==> src/fcraq_consts.vh <==
/*
 * Constants shared by the flash command controller and its bus-cycle engine:
 * bus register map, field positions, op codes, flash command bytes and
 * strobe timing.
 * Assumes a 100 MHz clock and a 16-bit parallel NOR flash with a byte-mode pin.
 */
`ifndef FCRAQ_CONSTS_VH
`define FCRAQ_CONSTS_VH

// ****************************************************************
// clock and timing
// ****************************************************************
`define FCRAQ_CLK_NS        10
`define FCRAQ_CYC_UP(ns)    (((ns) + `FCRAQ_CLK_NS - 1) / `FCRAQ_CLK_NS)
`define FCRAQ_T_AS_NS       10
`define FCRAQ_T_WP_NS       40
`define FCRAQ_T_WPH_NS      30
`define FCRAQ_T_ACC_NS      70
`define FCRAQ_T_OEH_NS      20
`define FCRAQ_SYNC_CYC      2

// ****************************************************************
// register map (byte offsets)
// ****************************************************************
`define FCRAQ_OFF_CTRL      12'h000
`define FCRAQ_OFF_ADDR      12'h004
`define FCRAQ_OFF_WDATA     12'h008
`define FCRAQ_OFF_RDATA     12'h00C
`define FCRAQ_OFF_STATUS    12'h010

// ****************************************************************
// fields
// ****************************************************************
`define FCRAQ_CTRL_OP_MSB   2
`define FCRAQ_CTRL_BYTE     8
`define FCRAQ_ST_BUSY       0
`define FCRAQ_ST_RDY        1
`define FCRAQ_ST_REFUSED    2
`define FCRAQ_ST_MODE_LSB   4
`define FCRAQ_ST_MODE_MSB   5

// ****************************************************************
// op codes and host view of device mode
// ****************************************************************
`define FCRAQ_OP_NONE       3'h0
`define FCRAQ_OP_RESET      3'h1
`define FCRAQ_OP_AUTOSEL    3'h2
`define FCRAQ_OP_QUERY      3'h3
`define FCRAQ_OP_WRITE      3'h4
`define FCRAQ_OP_READ       3'h5
`define FCRAQ_OP_QREAD      3'h6
`define FCRAQ_MODE_ARRAY    2'h0
`define FCRAQ_MODE_AUTOSEL  2'h1
`define FCRAQ_MODE_QUERY    2'h2

// ****************************************************************
// flash command bytes and word-mode command addresses
// ****************************************************************
`define FCRAQ_CMD_RESET     16'h00F0
`define FCRAQ_CMD_UNLOCK1   16'h00AA
`define FCRAQ_CMD_UNLOCK2   16'h0055
`define FCRAQ_CMD_AUTOSEL   16'h0090
`define FCRAQ_CMD_QUERY     16'h0098
`define FCRAQ_ADR_UNLOCK1   12'h555
`define FCRAQ_ADR_UNLOCK2   12'h2AA
`define FCRAQ_ADR_QUERY     12'h055
`define FCRAQ_ADR_LOW_W     12

`endif

==> src/fcraq_cycle.v <==
/*
 * Single flash bus-cycle engine: one write or one read on the flash pins.
 * Assumes the flash latches address on the later falling edge and data on
 * the earlier rising edge of write strobe and chip select.
 */
`include "fcraq_consts.vh"

module fcraq_cycle #(
    parameter ADDR_W = 23
) (
    input  wire              clock,
    input  wire              resetn,
    input  wire              start,
    input  wire              wr,
    input  wire [ADDR_W-1:0] addr,
    input  wire [15:0]       wdata,
    output reg               done,
    output reg  [15:0]       rdata,
    output reg  [ADDR_W-1:0] flash_addr,
    input  wire [15:0]       flash_dq_in,
    output reg  [15:0]       flash_dq_out,
    output reg               flash_dq_oe_n,
    output reg               flash_ce_n,
    output reg               flash_we_n,
    output reg               flash_oe_n
);

    localparam [7:0] AS_CYC  = `FCRAQ_CYC_UP(`FCRAQ_T_AS_NS);
    localparam [7:0] WP_CYC  = `FCRAQ_CYC_UP(`FCRAQ_T_WP_NS);
    localparam [7:0] WPH_CYC = `FCRAQ_CYC_UP(`FCRAQ_T_WPH_NS);
    localparam [7:0] RD_CYC  = `FCRAQ_CYC_UP(`FCRAQ_T_ACC_NS) + `FCRAQ_SYNC_CYC;
    localparam [7:0] OEH_CYC = `FCRAQ_CYC_UP(`FCRAQ_T_OEH_NS);

    localparam [1:0] C_IDLE   = 2'h0;
    localparam [1:0] C_SETUP  = 2'h1;
    localparam [1:0] C_STROBE = 2'h2;
    localparam [1:0] C_HIGH   = 2'h3;

    reg [1:0]  state_q;
    reg [7:0]  cnt_q;
    reg        wr_q;
    reg [15:0] dq_m_q;
    reg [15:0] dq_s_q;

    // ****************************************************************
    // data pin synchroniser
    // ****************************************************************
    always @(posedge clock or negedge resetn) begin
        if (!resetn) begin
            dq_m_q <= 16'h0000;
            dq_s_q <= 16'h0000;
        end else begin
            dq_m_q <= flash_dq_in;
            dq_s_q <= dq_m_q;
        end
    end

    // ****************************************************************
    // strobe sequencing
    // ****************************************************************
    always @(posedge clock or negedge resetn) begin
        if (!resetn) begin
            state_q       <= C_IDLE;
            cnt_q         <= 8'h00;
            wr_q          <= 1'b0;
            done          <= 1'b0;
            rdata         <= 16'h0000;
            flash_addr    <= {ADDR_W{1'b0}};
            flash_dq_out  <= 16'h0000;
            flash_dq_oe_n <= 1'b1;
            flash_ce_n    <= 1'b1;
            flash_we_n    <= 1'b1;
            flash_oe_n    <= 1'b1;
        end else begin
            done <= 1'b0;
            case (state_q)
                C_IDLE: begin
                    if (start) begin
                        // address settles before either strobe falls
                        flash_addr    <= addr;
                        flash_dq_out  <= wdata;
                        flash_dq_oe_n <= ~wr;
                        wr_q          <= wr;
                        cnt_q         <= AS_CYC - 8'h01;
                        state_q       <= C_SETUP;
                    end
                end
                C_SETUP: begin
                    if (cnt_q != 8'h00) begin
                        cnt_q <= cnt_q - 8'h01;
                    end else begin
                        flash_ce_n <= 1'b0;
                        flash_we_n <= ~wr_q;
                        flash_oe_n <= wr_q;
                        cnt_q      <= wr_q ? (WP_CYC - 8'h01) : (RD_CYC - 8'h01);
                        state_q    <= C_STROBE;
                    end
                end
                C_STROBE: begin
                    if (cnt_q != 8'h00) begin
                        cnt_q <= cnt_q - 8'h01;
                    end else begin
                        // write strobe rises alone first; data held past it
                        flash_we_n <= 1'b1;
                        flash_oe_n <= 1'b1;
                        if (!wr_q) begin
                            rdata <= dq_s_q;
                        end
                        cnt_q   <= wr_q ? (WPH_CYC - 8'h01) : (OEH_CYC - 8'h01);
                        state_q <= C_HIGH;
                    end
                end
                default: begin
                    flash_ce_n <= 1'b1;
                    if (cnt_q != 8'h00) begin
                        cnt_q <= cnt_q - 8'h01;
                    end else begin
                        flash_dq_oe_n <= 1'b1;
                        done          <= 1'b1;
                        state_q       <= C_IDLE;
                    end
                end
            endcase
        end
    end

endmodule

==> src/fcraq_ctrl.v <==
/*
 * Host-side flash command controller: APB registers take an op from software
 * and turn it into the flash command sequence on the parallel flash pins.
 * Assumes an APB master on the same clock and a banked NOR flash outside.
 */
// Operation
// - host writes command cycles only in defined order; reset recovers
// - host writes reset on timeout flag or to leave identification mode
// - identification entry: two unlocks then bank address with command
// - no identification entry while another bank programs or erases
// - query entry: 98h to word 55h (byte AAh) when ready; reset leaves
`include "fcraq_consts.vh"

module fcraq_ctrl #(
    parameter ADDR_W = 23
) (
    input  wire              clock,
    input  wire              resetn,
    input  wire              psel,
    input  wire              penable,
    input  wire              pwrite,
    input  wire [11:0]       paddr,
    input  wire [31:0]       pwdata,
    output reg  [31:0]       prdata,
    output reg               pready,
    output reg               pslverr,
    output wire [ADDR_W-1:0] flash_addr,
    input  wire [15:0]       flash_dq_in,
    output wire [15:0]       flash_dq_out,
    output wire              flash_dq_oe_n,
    output wire              flash_ce_n,
    output wire              flash_we_n,
    output wire              flash_oe_n,
    output reg               flash_byte_n,
    input  wire              ready_busy_out
);

    localparam [1:0] S_IDLE  = 2'h0;
    localparam [1:0] S_ISSUE = 2'h1;
    localparam [1:0] S_WAIT  = 2'h2;

    reg [1:0]        state_q;
    reg [2:0]        op_q;
    reg [1:0]        step_q;
    reg [1:0]        mode_q;
    reg [ADDR_W-1:0] addr_q;
    reg [15:0]       wdata_q;
    reg [15:0]       rdata_q;
    reg              refused_q;
    reg              rb_m_q;
    reg              rb_s_q;
    reg              start_q;
    reg              cyc_wr_q;
    reg [ADDR_W-1:0] cyc_addr_q;
    reg [15:0]       cyc_data_q;
    wire             cyc_done;
    wire [15:0]      cyc_rdata;

    wire             acc     = psel & penable & ~pready;
    wire             fin     = psel & penable & pready;
    wire             wr_ctrl = fin & pwrite & (paddr == `FCRAQ_OFF_CTRL);
    wire [2:0]       new_op  = pwdata[`FCRAQ_CTRL_OP_MSB:0];
    wire             busy    = (state_q != S_IDLE);
    wire             refuse_new;
    wire             take_new;

    // ****************************************************************
    // sequence tables
    // ****************************************************************
    function [1:0] seq_last;
        input [2:0] op;
        begin
            seq_last = (op == `FCRAQ_OP_AUTOSEL) ? 2'h2 : 2'h0;
        end
    endfunction

    function [15:0] seq_data;
        input [2:0]  op;
        input [1:0]  step;
        input [15:0] wd;
        begin
            if (op == `FCRAQ_OP_RESET) begin
                seq_data = `FCRAQ_CMD_RESET;
            end else if (op == `FCRAQ_OP_QUERY) begin
                seq_data = `FCRAQ_CMD_QUERY;
            end else if (op == `FCRAQ_OP_AUTOSEL) begin
                seq_data = (step == 2'h0) ? `FCRAQ_CMD_UNLOCK1 :
                           (step == 2'h1) ? `FCRAQ_CMD_UNLOCK2 : `FCRAQ_CMD_AUTOSEL;
            end else begin
                seq_data = wd;
            end
        end
    endfunction

    // word address of a command cycle; the caller doubles it in byte mode
    function [ADDR_W-1:0] seq_addr;
        input [2:0]        op;
        input [1:0]        step;
        input [ADDR_W-1:0] a;
        begin
            if (op == `FCRAQ_OP_RESET) begin
                seq_addr = {ADDR_W{1'b0}};
            end else if (op == `FCRAQ_OP_QUERY) begin
                seq_addr = {{(ADDR_W-`FCRAQ_ADR_LOW_W){1'b0}}, `FCRAQ_ADR_QUERY};
            end else if (op == `FCRAQ_OP_AUTOSEL) begin
                // bank bits ride on the third cycle only
                if (step == 2'h0) begin
                    seq_addr = {{(ADDR_W-`FCRAQ_ADR_LOW_W){1'b0}}, `FCRAQ_ADR_UNLOCK1};
                end else if (step == 2'h1) begin
                    seq_addr = {{(ADDR_W-`FCRAQ_ADR_LOW_W){1'b0}}, `FCRAQ_ADR_UNLOCK2};
                end else begin
                    seq_addr = {a[ADDR_W-1:`FCRAQ_ADR_LOW_W], `FCRAQ_ADR_UNLOCK1};
                end
            end else begin
                seq_addr = a;
            end
        end
    endfunction

    function [ADDR_W-1:0] to_pin;
        input [ADDR_W-1:0] a;
        input              byte_mode;
        begin
            to_pin = byte_mode ? {a[ADDR_W-2:0], 1'b0} : a;
        end
    endfunction

    // ****************************************************************
    // ready/busy synchroniser
    // ****************************************************************
    always @(posedge clock or negedge resetn) begin
        if (!resetn) begin
            rb_m_q <= 1'b1;
            rb_s_q <= 1'b1;
        end else begin
            rb_m_q <= ready_busy_out;
            rb_s_q <= rb_m_q;
        end
    end

    // identification and query entry only while the flash reports ready
    assign refuse_new = busy |
                        (((new_op == `FCRAQ_OP_AUTOSEL) |
                          (new_op == `FCRAQ_OP_QUERY)) & ~rb_s_q);
    assign take_new   = wr_ctrl & (new_op != `FCRAQ_OP_NONE) & ~refuse_new;

    // ****************************************************************
    // APB slave
    // ****************************************************************
    always @(posedge clock or negedge resetn) begin
        if (!resetn) begin
            pready       <= 1'b0;
            pslverr      <= 1'b0;
            prdata       <= 32'h0000_0000;
            addr_q       <= {ADDR_W{1'b0}};
            wdata_q      <= 16'h0000;
            flash_byte_n <= 1'b1;
            refused_q    <= 1'b0;
        end else begin
            pready  <= acc;
            pslverr <= 1'b0;
            prdata  <= 32'h0000_0000;
            // a fresh refusal outranks a clear in the same cycle
            refused_q <= (wr_ctrl & (new_op != `FCRAQ_OP_NONE) & refuse_new) |
                         (refused_q & ~(fin & pwrite & (paddr == `FCRAQ_OFF_STATUS) &
                                        pwdata[`FCRAQ_ST_REFUSED]));
            if (acc) begin
                if (paddr == `FCRAQ_OFF_CTRL) begin
                    prdata <= {23'h00_0000, ~flash_byte_n, 5'h00, op_q};
                end else if (paddr == `FCRAQ_OFF_ADDR) begin
                    prdata <= {{(32-ADDR_W){1'b0}}, addr_q};
                end else if (paddr == `FCRAQ_OFF_WDATA) begin
                    prdata <= {16'h0000, wdata_q};
                end else if (paddr == `FCRAQ_OFF_RDATA) begin
                    prdata <= {16'h0000, rdata_q};
                end else if (paddr == `FCRAQ_OFF_STATUS) begin
                    // ready/busy stays low after a timeout until a reset op
                    prdata <= {26'h000_0000, mode_q, 1'b0, refused_q,
                               rb_s_q, busy};
                end else begin
                    pslverr <= 1'b1;
                end
            end
            if (fin & pwrite) begin
                if ((paddr == `FCRAQ_OFF_CTRL) && !busy) begin
                    flash_byte_n <= ~pwdata[`FCRAQ_CTRL_BYTE];
                end else if (paddr == `FCRAQ_OFF_ADDR) begin
                    addr_q <= pwdata[ADDR_W-1:0];
                end else if (paddr == `FCRAQ_OFF_WDATA) begin
                    wdata_q <= pwdata[15:0];
                end
            end
        end
    end

    // ****************************************************************
    // command sequencer
    // ****************************************************************
    always @(posedge clock or negedge resetn) begin
        if (!resetn) begin
            state_q    <= S_IDLE;
            op_q       <= `FCRAQ_OP_NONE;
            step_q     <= 2'h0;
            mode_q     <= `FCRAQ_MODE_ARRAY;
            rdata_q    <= 16'h0000;
            start_q    <= 1'b0;
            cyc_wr_q   <= 1'b0;
            cyc_addr_q <= {ADDR_W{1'b0}};
            cyc_data_q <= 16'h0000;
        end else begin
            start_q <= 1'b0;
            case (state_q)
                S_IDLE: begin
                    if (take_new) begin
                        op_q    <= new_op;
                        step_q  <= 2'h0;
                        state_q <= S_ISSUE;
                    end
                end
                S_ISSUE: begin
                    // fixed cycle order per op; never a partial sequence
                    start_q    <= 1'b1;
                    cyc_wr_q   <= (op_q != `FCRAQ_OP_READ) & (op_q != `FCRAQ_OP_QREAD);
                    cyc_data_q <= seq_data(op_q, step_q, wdata_q);
                    if ((op_q == `FCRAQ_OP_WRITE) || (op_q == `FCRAQ_OP_READ)) begin
                        cyc_addr_q <= addr_q;
                    end else begin
                        cyc_addr_q <= to_pin(seq_addr(op_q, step_q, addr_q), ~flash_byte_n);
                    end
                    state_q <= S_WAIT;
                end
                default: begin
                    if (cyc_done) begin
                        if (!cyc_wr_q) begin
                            rdata_q <= flash_byte_n ? cyc_rdata :
                                       {8'h00, cyc_rdata[7:0]};
                        end
                        if (step_q == seq_last(op_q)) begin
                            state_q <= S_IDLE;
                            if (op_q == `FCRAQ_OP_RESET) begin
                                mode_q <= `FCRAQ_MODE_ARRAY;
                            end else if (op_q == `FCRAQ_OP_AUTOSEL) begin
                                mode_q <= `FCRAQ_MODE_AUTOSEL;
                            end else if (op_q == `FCRAQ_OP_QUERY) begin
                                mode_q <= `FCRAQ_MODE_QUERY;
                            end
                        end else begin
                            step_q  <= step_q + 2'h1;
                            state_q <= S_ISSUE;
                        end
                    end
                end
            endcase
        end
    end

    // ****************************************************************
    // pin cycle engine
    // ****************************************************************
    fcraq_cycle #(
        .ADDR_W        (ADDR_W)
    ) u_cycle (
        .clock         (clock),
        .resetn        (resetn),
        .start         (start_q),
        .wr            (cyc_wr_q),
        .addr          (cyc_addr_q),
        .wdata         (cyc_data_q),
        .done          (cyc_done),
        .rdata         (cyc_rdata),
        .flash_addr    (flash_addr),
        .flash_dq_in   (flash_dq_in),
        .flash_dq_out  (flash_dq_out),
        .flash_dq_oe_n (flash_dq_oe_n),
        .flash_ce_n    (flash_ce_n),
        .flash_we_n    (flash_we_n),
        .flash_oe_n    (flash_oe_n)
    );

endmodule

==> config.mk <==
export PLATFORM = sky130hd
export DESIGN_NAME = fcraq_ctrl
export DESIGN_NICKNAME = d
export VERILOG_FILES = /design/src/fcraq_cycle.v /design/src/fcraq_ctrl.v
export VERILOG_INCLUDE_DIRS = /design/src
export SDC_FILE = /design/constraint.sdc
export NUM_CORES = 1
export LEC_CHECK = 0
export BUFFER_PORTS_ARGS = -buffer_cell sky130_fd_sc_hd__buf_4
export CAP_MARGIN = 30
export CORE_AREA = 2 2 153 155
export DETAILED_ROUTE_END_ITERATION = 8
export DIE_AREA = 0 0 155 157
export PLACE_DENSITY = 0.69
export SKIP_LAST_GASP = 1
export SYNTH_ARGS = -nofsm -noshare
export SYNTH_HDL_FRONTEND = slang
export SYNTH_SLANG_ARGS = --single-unit
==> constraint.sdc <==
create_clock -name clock -period 2.6 [get_ports clock]
set_input_delay 0.26 -clock clock [delete_from_list [all_inputs] [get_ports clock]]
set_output_delay 0.26 -clock clock [all_outputs]
set_load 0.05 [all_outputs]
==> impl_metrics.csv, run 1 <==
group,metric,value,unit
sta,worst_slew_pin_slew,0.7373,ns
sta,final.setup.tns,0,ns
layout,nFillCells,1857,
synthesis,synth_area,0.01002,mm²
critical_path,crit_required,3.06,ns
pwr,power_density,705.1,mW/mm²
layout,area_growth,26.04,%
global_routing,antenna_found_initial,0,
drt,drt-initial-drc-count,463,
global_routing,grt_overflow,0,
sta,relSlewSlack,49.57,%
floorplanning,rows,55,
drt,drc,0,
global_routing,first_global_vias,6784,
synthesis,synth_area_leaders,"dfrtp_1, mux2_2, o21ai_0",
layout,drive_above_1_share,32.28,%
floorplanning,core-area,0.02250,mm²
sta,finalHoldViolCount,0,
pwr,leakage,6.080,nW
floorplanning,start_util,44.54,%
sta,finalSetupViolCount,0,
layout,layout.nets,1073,
critical_path,start_kind,"register",
cts,cts-resized-gates,0,
drt,vias_per_cell,5.361,
synthesis,netlist.area_leader.share,57.42,%
synthesis,avgSynthCellArea,12.11,µm²
cts,tritoncts,"done",
layout,n_antenna_cell,0,
cts,cts_buffers,26,
critical_path,critPathMaxFanout,11,
global_routing,grt_max_degree,68,
cts,cts_buffer_depth,3,
layout,final_common_cell,"dfrtp_1",
drt,ant_nets,0,
sta,period_needed,2.153,ns
placement,globalplace.congestion,0.8694,
synthesis,yosys.cell_types.count,62,
sta,slew_viol_final,0,
drt,dr.pass1.iters,5,
critical_path,cp_cell_sequence,"inv_1 > ha_1 > or2_2 > nor2_1 > a21oi_1 > buf_4 > nor2b_1 > a32o_1",
job,maxCapViolCount,0,
drt,routedWlPerCell,17.63,µm
cts,cts-htree-levels,1,
cts,clk_pin_slew,0.06,ns
drt,route.vias.total,6975,
critical_path,end_kind,"register",
pwr,max-vdd-ir-drop,586.7,µV
placement,place_ws,0.4882,ns
cts,clk_latency,0.52,ns
cts,clkSinkCount,237,
critical_path,crit_slowest_cell,"dfrtp_1",
critical_path,worstPathArrival,2.61,ns
placement,port_buffers,125,
floorplanning,die_y,157,µm
critical_path,setup.worst_path.class,"register to register",
floorplanning,dieWidth,155,µm
synthesis,synth_edf_count,0,
global_routing,grt.total_usage,18.93,%
status,status,"finished, final reports clean",
floorplanning,io_pins,144,
synthesis,ys_ff_latch,237,
synthesis,synthArstFlopShare,100.0,%
sta,period_share,82.80,%
sta,clock.fmax,464.5,MHz
placement,dp_hpwl,15710,µm
sta,rsz0062_at_grt,"false",
synthesis,ys.flop_type,"dfrtp_1",
layout,final_cell_mix,"dfrtp_1, buf_4, mux2_2",
critical_path,cpPeakStageDelay,0.44,ns
sta,layout_setup_ws,0.4471,ns
worst_hold_path,min_path_type,"input port to register",
synthesis,ys_seq_area_share,59.26,%
sta,skew,0.009129,ns
synthesis,synthCells,828,
cts,cts_root_buf,"clkbuf_16",
drt,wirelength,22930,µm
floorplanning,dieArea,0.02434,mm²
global_routing,grt_pass1_wl,36670,µm
synthesis,yosysTopAreaCell,"dfrtp_1",
synthesis,yosysWarnings,0,
==> path summary, 6_finish.rpt <==
check	startpoint	slack (ns)	endpoint	depth (start not counted)
min in group asynchronous	resetn	0.29	u_cycle.flash_addr[2]	2
hold reg to reg	u_cycle.dq_m_q[12]	0.34	u_cycle.dq_s_q[12]	0
setup reg to reg	u_cycle.state_q[1]	0.45	u_cycle.cnt_q[6]	8
hold / removal	pwdata[1]	0.01	op_q[1]	3
max in group asynchronous	resetn	1.53	u_cycle.flash_ce_n	3
setup / recovery	u_cycle.state_q[1]	0.45	u_cycle.cnt_q[6]	8
==> power by group <==
group | internal [mW] | leakage [nW] | total, mW | switching (mW)
clock network | 2.50 | 0.464 | 3.95 | 1.45
registers | 3.79 | 3.16 | 3.86 | 0.0748
logic | 0.447 | 2.45 | 1.10 | 0.651
total | 6.74 | 6.08 | 8.91 | 2.17
==> flip-flops by register name (all words and copies together) (netlist names), 2 cells and up <==
name	flops
u_cycle.rdata	16
prdata	23
step_q	2
u_cycle.dq_m_q	16
u_cycle.state_q	2
u_cycle.cnt_q	8
rdata_q	16
cyc_addr_q	23
wdata_q	16
addr_q	23
u_cycle.flash_addr	23
u_cycle.dq_s_q	16
cyc_data_q	16
op_q	3
u_cycle.flash_dq_out	16
mode_q	2
state_q	2
==> cell families after synthesis <==
logic type / Yosys count / synth area share, %
other cells: 1 / 0.03741
fa+ha+maj: 10 / 1.248
flops: 237 / 59.26
compound gates: 169 / 10.56
simple gates: 205 / 10.06
mux: 137 / 15.50
xor+xnor: 1 / 0.08740
buf+inv: 68 / 3.246
==> synthesized netlist by cell type (all sizes together), types with 4 or more instances <==
library cell,instances
o22ai,5
mux2i,21
and2,11
nor2b,10
nor4,4
a22o,7
mux2,116
o21ai,60
a22oi,24
a21oi,34
dfstp,7
a31oi,5
nor2,53
ha,10
o31ai,13
nor3,10
dfrtp,230
nand3,13
nand2b,6
buf,25
clkbuf,28
nand2,80
inv,13
==> metrics by stage <==
| stage | power [mW] | cell area [µm²] | util (%) | hold slack [ns] | cells |
|---|---|---|---|---|---|
| 3_5_place_dp | 4.971 | 11300 | 50.22 | 0.2514 | 1215 |
| 2_1_floorplan | 4.618 | 10050 | - | -0.03559 | 836 |
| 5_1_grt | 9.287 | 12630 | 56.14 | 0.001382 | 1301 |
| 6_report | 8.908 | 12630 | 56.14 | 0.01423 | 1301 |
| 4_1_cts | 8.983 | 12620 | 56.10 | 0.003847 | 1300 |
| 3_3_place_gp | 4.941 | 11300 | 50.22 | 0.2457 | 1215 |
==> worst max-delay path, delay by kind of cell (launching register included) <==
kind | cells | cell delay (ns)
flip-flops | 1 | 0.44
adder cells (fa/ha/maj) | 1 | 0.32
AND/OR/NAND/NOR | 3 | 0.63
AO/OA/AOI/OAI | 2 | 0.39
buffers and inverters | 2 | 0.31
==> metal layers <==
layer | part of all wire [%] | global-route usage [%] | routed length [µm] | vias up
met2 | 47 | 30.22 | 10730 | 250
met4 | 1.9 | 5.247 | 442 | 0
met3 | 6.3 | 3.139 | 1440 | 38
met5 | 0 | 0 | 0 | -
met1 | 45 | 26.96 | 10320 | 3432
li1 | - | - | - | 3255
==> area by class of cell <==
| cell class | count | area [µm²] | area share (%) |
|---|---|---|---|
| multi-input cells | 531 | 3800 | 30.08 |
| well taps | 285 | 356.6 | 2.823 |
| clock buffers | 34 | 742.0 | 5.873 |
| clock inverters | 13 | 200.2 | 1.585 |
| inverters | 15 | 56.30 | 0.4457 |
| flip-flops and latches | 237 | 5939 | 47.01 |
| repair buffers | 186 | 1539 | 12.18 |
==> what timing repair did <==
| item | in CTS | in global routing |
|---|---|---|
| endpoints found under the hold margin | 107 | 2 |
| setup buffers | 0 | 0 |
| hold buffers | 38 | 1 |
No activity file was read; power rests on OpenSTA's default activity.
==> inputs of run 2 (changes only) <==
Clock period 2.6 ns to 2.05 ns, I/O delays scaled along.
==> impl_metrics.csv, run 2 (synthesis gave the netlist of run 1 again) <==
group,metric,value,unit
status,status,"finished, final reports clean",
sta,worst_slew_pin_slew,0.6556,ns
sta,period_needed,1.960,ns
layout,area_growth,27.20,%
floorplanning,die_y,157,µm
layout,post-route-util,56.66,%
layout,final_common_cell,"dfrtp_1",
placement,place_ws,0.02605,ns
global_routing,grt_max_degree,72,
drt,drt-initial-drc-count,422,
global_routing,grtUsageMet3,2.395,%
drt,routedWlPerCell,17.09,µm
placement,dp_hpwl,15790,µm
sta,layout_setup_ws,0.08989,ns
layout,n_antenna_cell,0,
layout,regArea,0.005941,mm²
cts,cts_buffers,25,
sta,slew_viol_final,0,
global_routing,globalRouteMet1Util,26.68,%
floorplanning,start_util,44.54,%
sta,clock.fmax,510.2,MHz
cts,cts-htree-levels,1,
sta,relSlewSlack,56.13,%
cts,clk_latency,0.51,ns
global_routing,grt_overflow,0,
global_routing,met2_usage,30.33,%
floorplanning,dieWidth,155,µm
worst_hold_path,min_path_type,"input port to register",
critical_path,start_kind,"register",
job,maxCapViolCount,0,
global_routing,first_global_vias,6776,
critical_path,critPathMaxFanout,16,
placement,globalplace.congestion,0.8898,
layout,stdcell_area,0.01275,mm²
layout,nFillCells,1866,
sta,period_share,95.61,%
critical_path,setup.worst_path.class,"register to register",
sta,rsz0062_at_grt,"false",
critical_path,crit_required,2.44,ns
global_routing,grt.total_usage,18.84,%
layout,layout.nets,1091,
critical_path,end_kind,"register",
cts,cts_root_buf,"clkbuf_16",
global_routing,grt.busiest_layer,"met2",
drt,ant_nets,0,
pwr,power_density,861.3,mW/mm²
layout,final_cell_mix,"dfrtp_1, buf_4, mux2_2",
layout,multi_input_area,0.003830,mm²
floorplanning,rows,55,
pwr,leakage,6.127,nW
placement,place_inst,1227,
cts,cts_buffer_depth,3,
layout,fin_cells,1317,
layout,drive_above_1_share,33.43,%
sta,finalSetupViolCount,0,
sta,skew,0.01032,ns
pwr,max-vdd-ir-drop,605.4,µV
drt,vias_per_cell,5.275,
drt,route.vias.total,6947,
cts,tritoncts,"done",
pwr,power,10.98,mW
drt,drc,0,
drt,wirelength,22500,µm
global_routing,antenna_found_initial,0,
floorplanning,io_pins,144,
floorplanning,dieArea,0.02434,mm²
sta,finalHoldViolCount,0,
critical_path,worstPathArrival,2.35,ns
sta,hold_ws,0.09358,ns
floorplanning,core-area,0.02250,mm²
drt,dr.pass1.iters,5,
placement,port_buffers,125,
placement,dpl_cell_area,0.01145,mm²
sta,final.setup.tns,0,ns
cts,clkSinkCount,237,
global_routing,grt_pass1_wl,36270,µm
cts,clk_pin_slew,0.06,ns
run 2: worst paths after layout:
kind / slack, ns / from / cells past startpoint / end
worst max-delay path: 0.09 / u_cycle.cnt_q[1] / 7 / u_cycle.rdata[6]
worst min-delay path: 0.09 / penable / 4 / pready
worst max register to register: 0.09 / u_cycle.cnt_q[1] / 7 / u_cycle.rdata[6]
worst min register to register: 0.35 / u_cycle.dq_m_q[4] / 0 / u_cycle.dq_s_q[4]
max in group asynchronous: 1.06 / resetn / 3 / u_cycle.flash_oe_n
min in group asynchronous: 0.26 / resetn / 2 / pslverr
run 2: power by group:
| group | internal (mW) | total (mW) | leakage, nW | switching, mW |
|---|---|---|---|---|
| combinational | 0.725 | 1.63 | 2.57 | 0.906 |
| sequential | 4.81 | 4.90 | 3.16 | 0.0965 |
| clock | 2.70 | 4.45 | 0.398 | 1.74 |
run 2: what timing repair did:
item                       CTS  global route
hold buffers                41             0
cloned                       0             1
setup endpoints to repair    9            23
pin swaps                    0             1
gates resized for setup      1             5
hold endpoints to repair   125             0
buffers inserted             0             4
run 2: per-layer routing:
| metal | wire length, µm | vias to the layer above |
|---|---|---|
| li1 | - | 3313 |
| met1 | 10480 | 3414 |
| met2 | 10430 | 181 |
| met3 | 949 | 39 |
| met4 | 637 | 0 |
| met5 | 0 | - |
run 2: worst max-delay path, cell delays in order, from the launching register on:
cell     delay [ns]
dfrtp_1        0.40
inv_2          0.07
ha_1           0.13
nor4b_4        0.25
nand2_2        0.13
or3_4          0.37
buf_12         0.17
mux2_4         0.30
run 2: layout make-up:
type / instances / share of cell area, %
flip-flops and latches: 237 / 46.59
multi-input cells: 532 / 30.04
repair buffers: 204 / 13.66
clock buffers: 36 / 5.702
well taps: 285 / 2.797
clock inverters: 8 / 0.7655
inverters: 15 / 0.4416
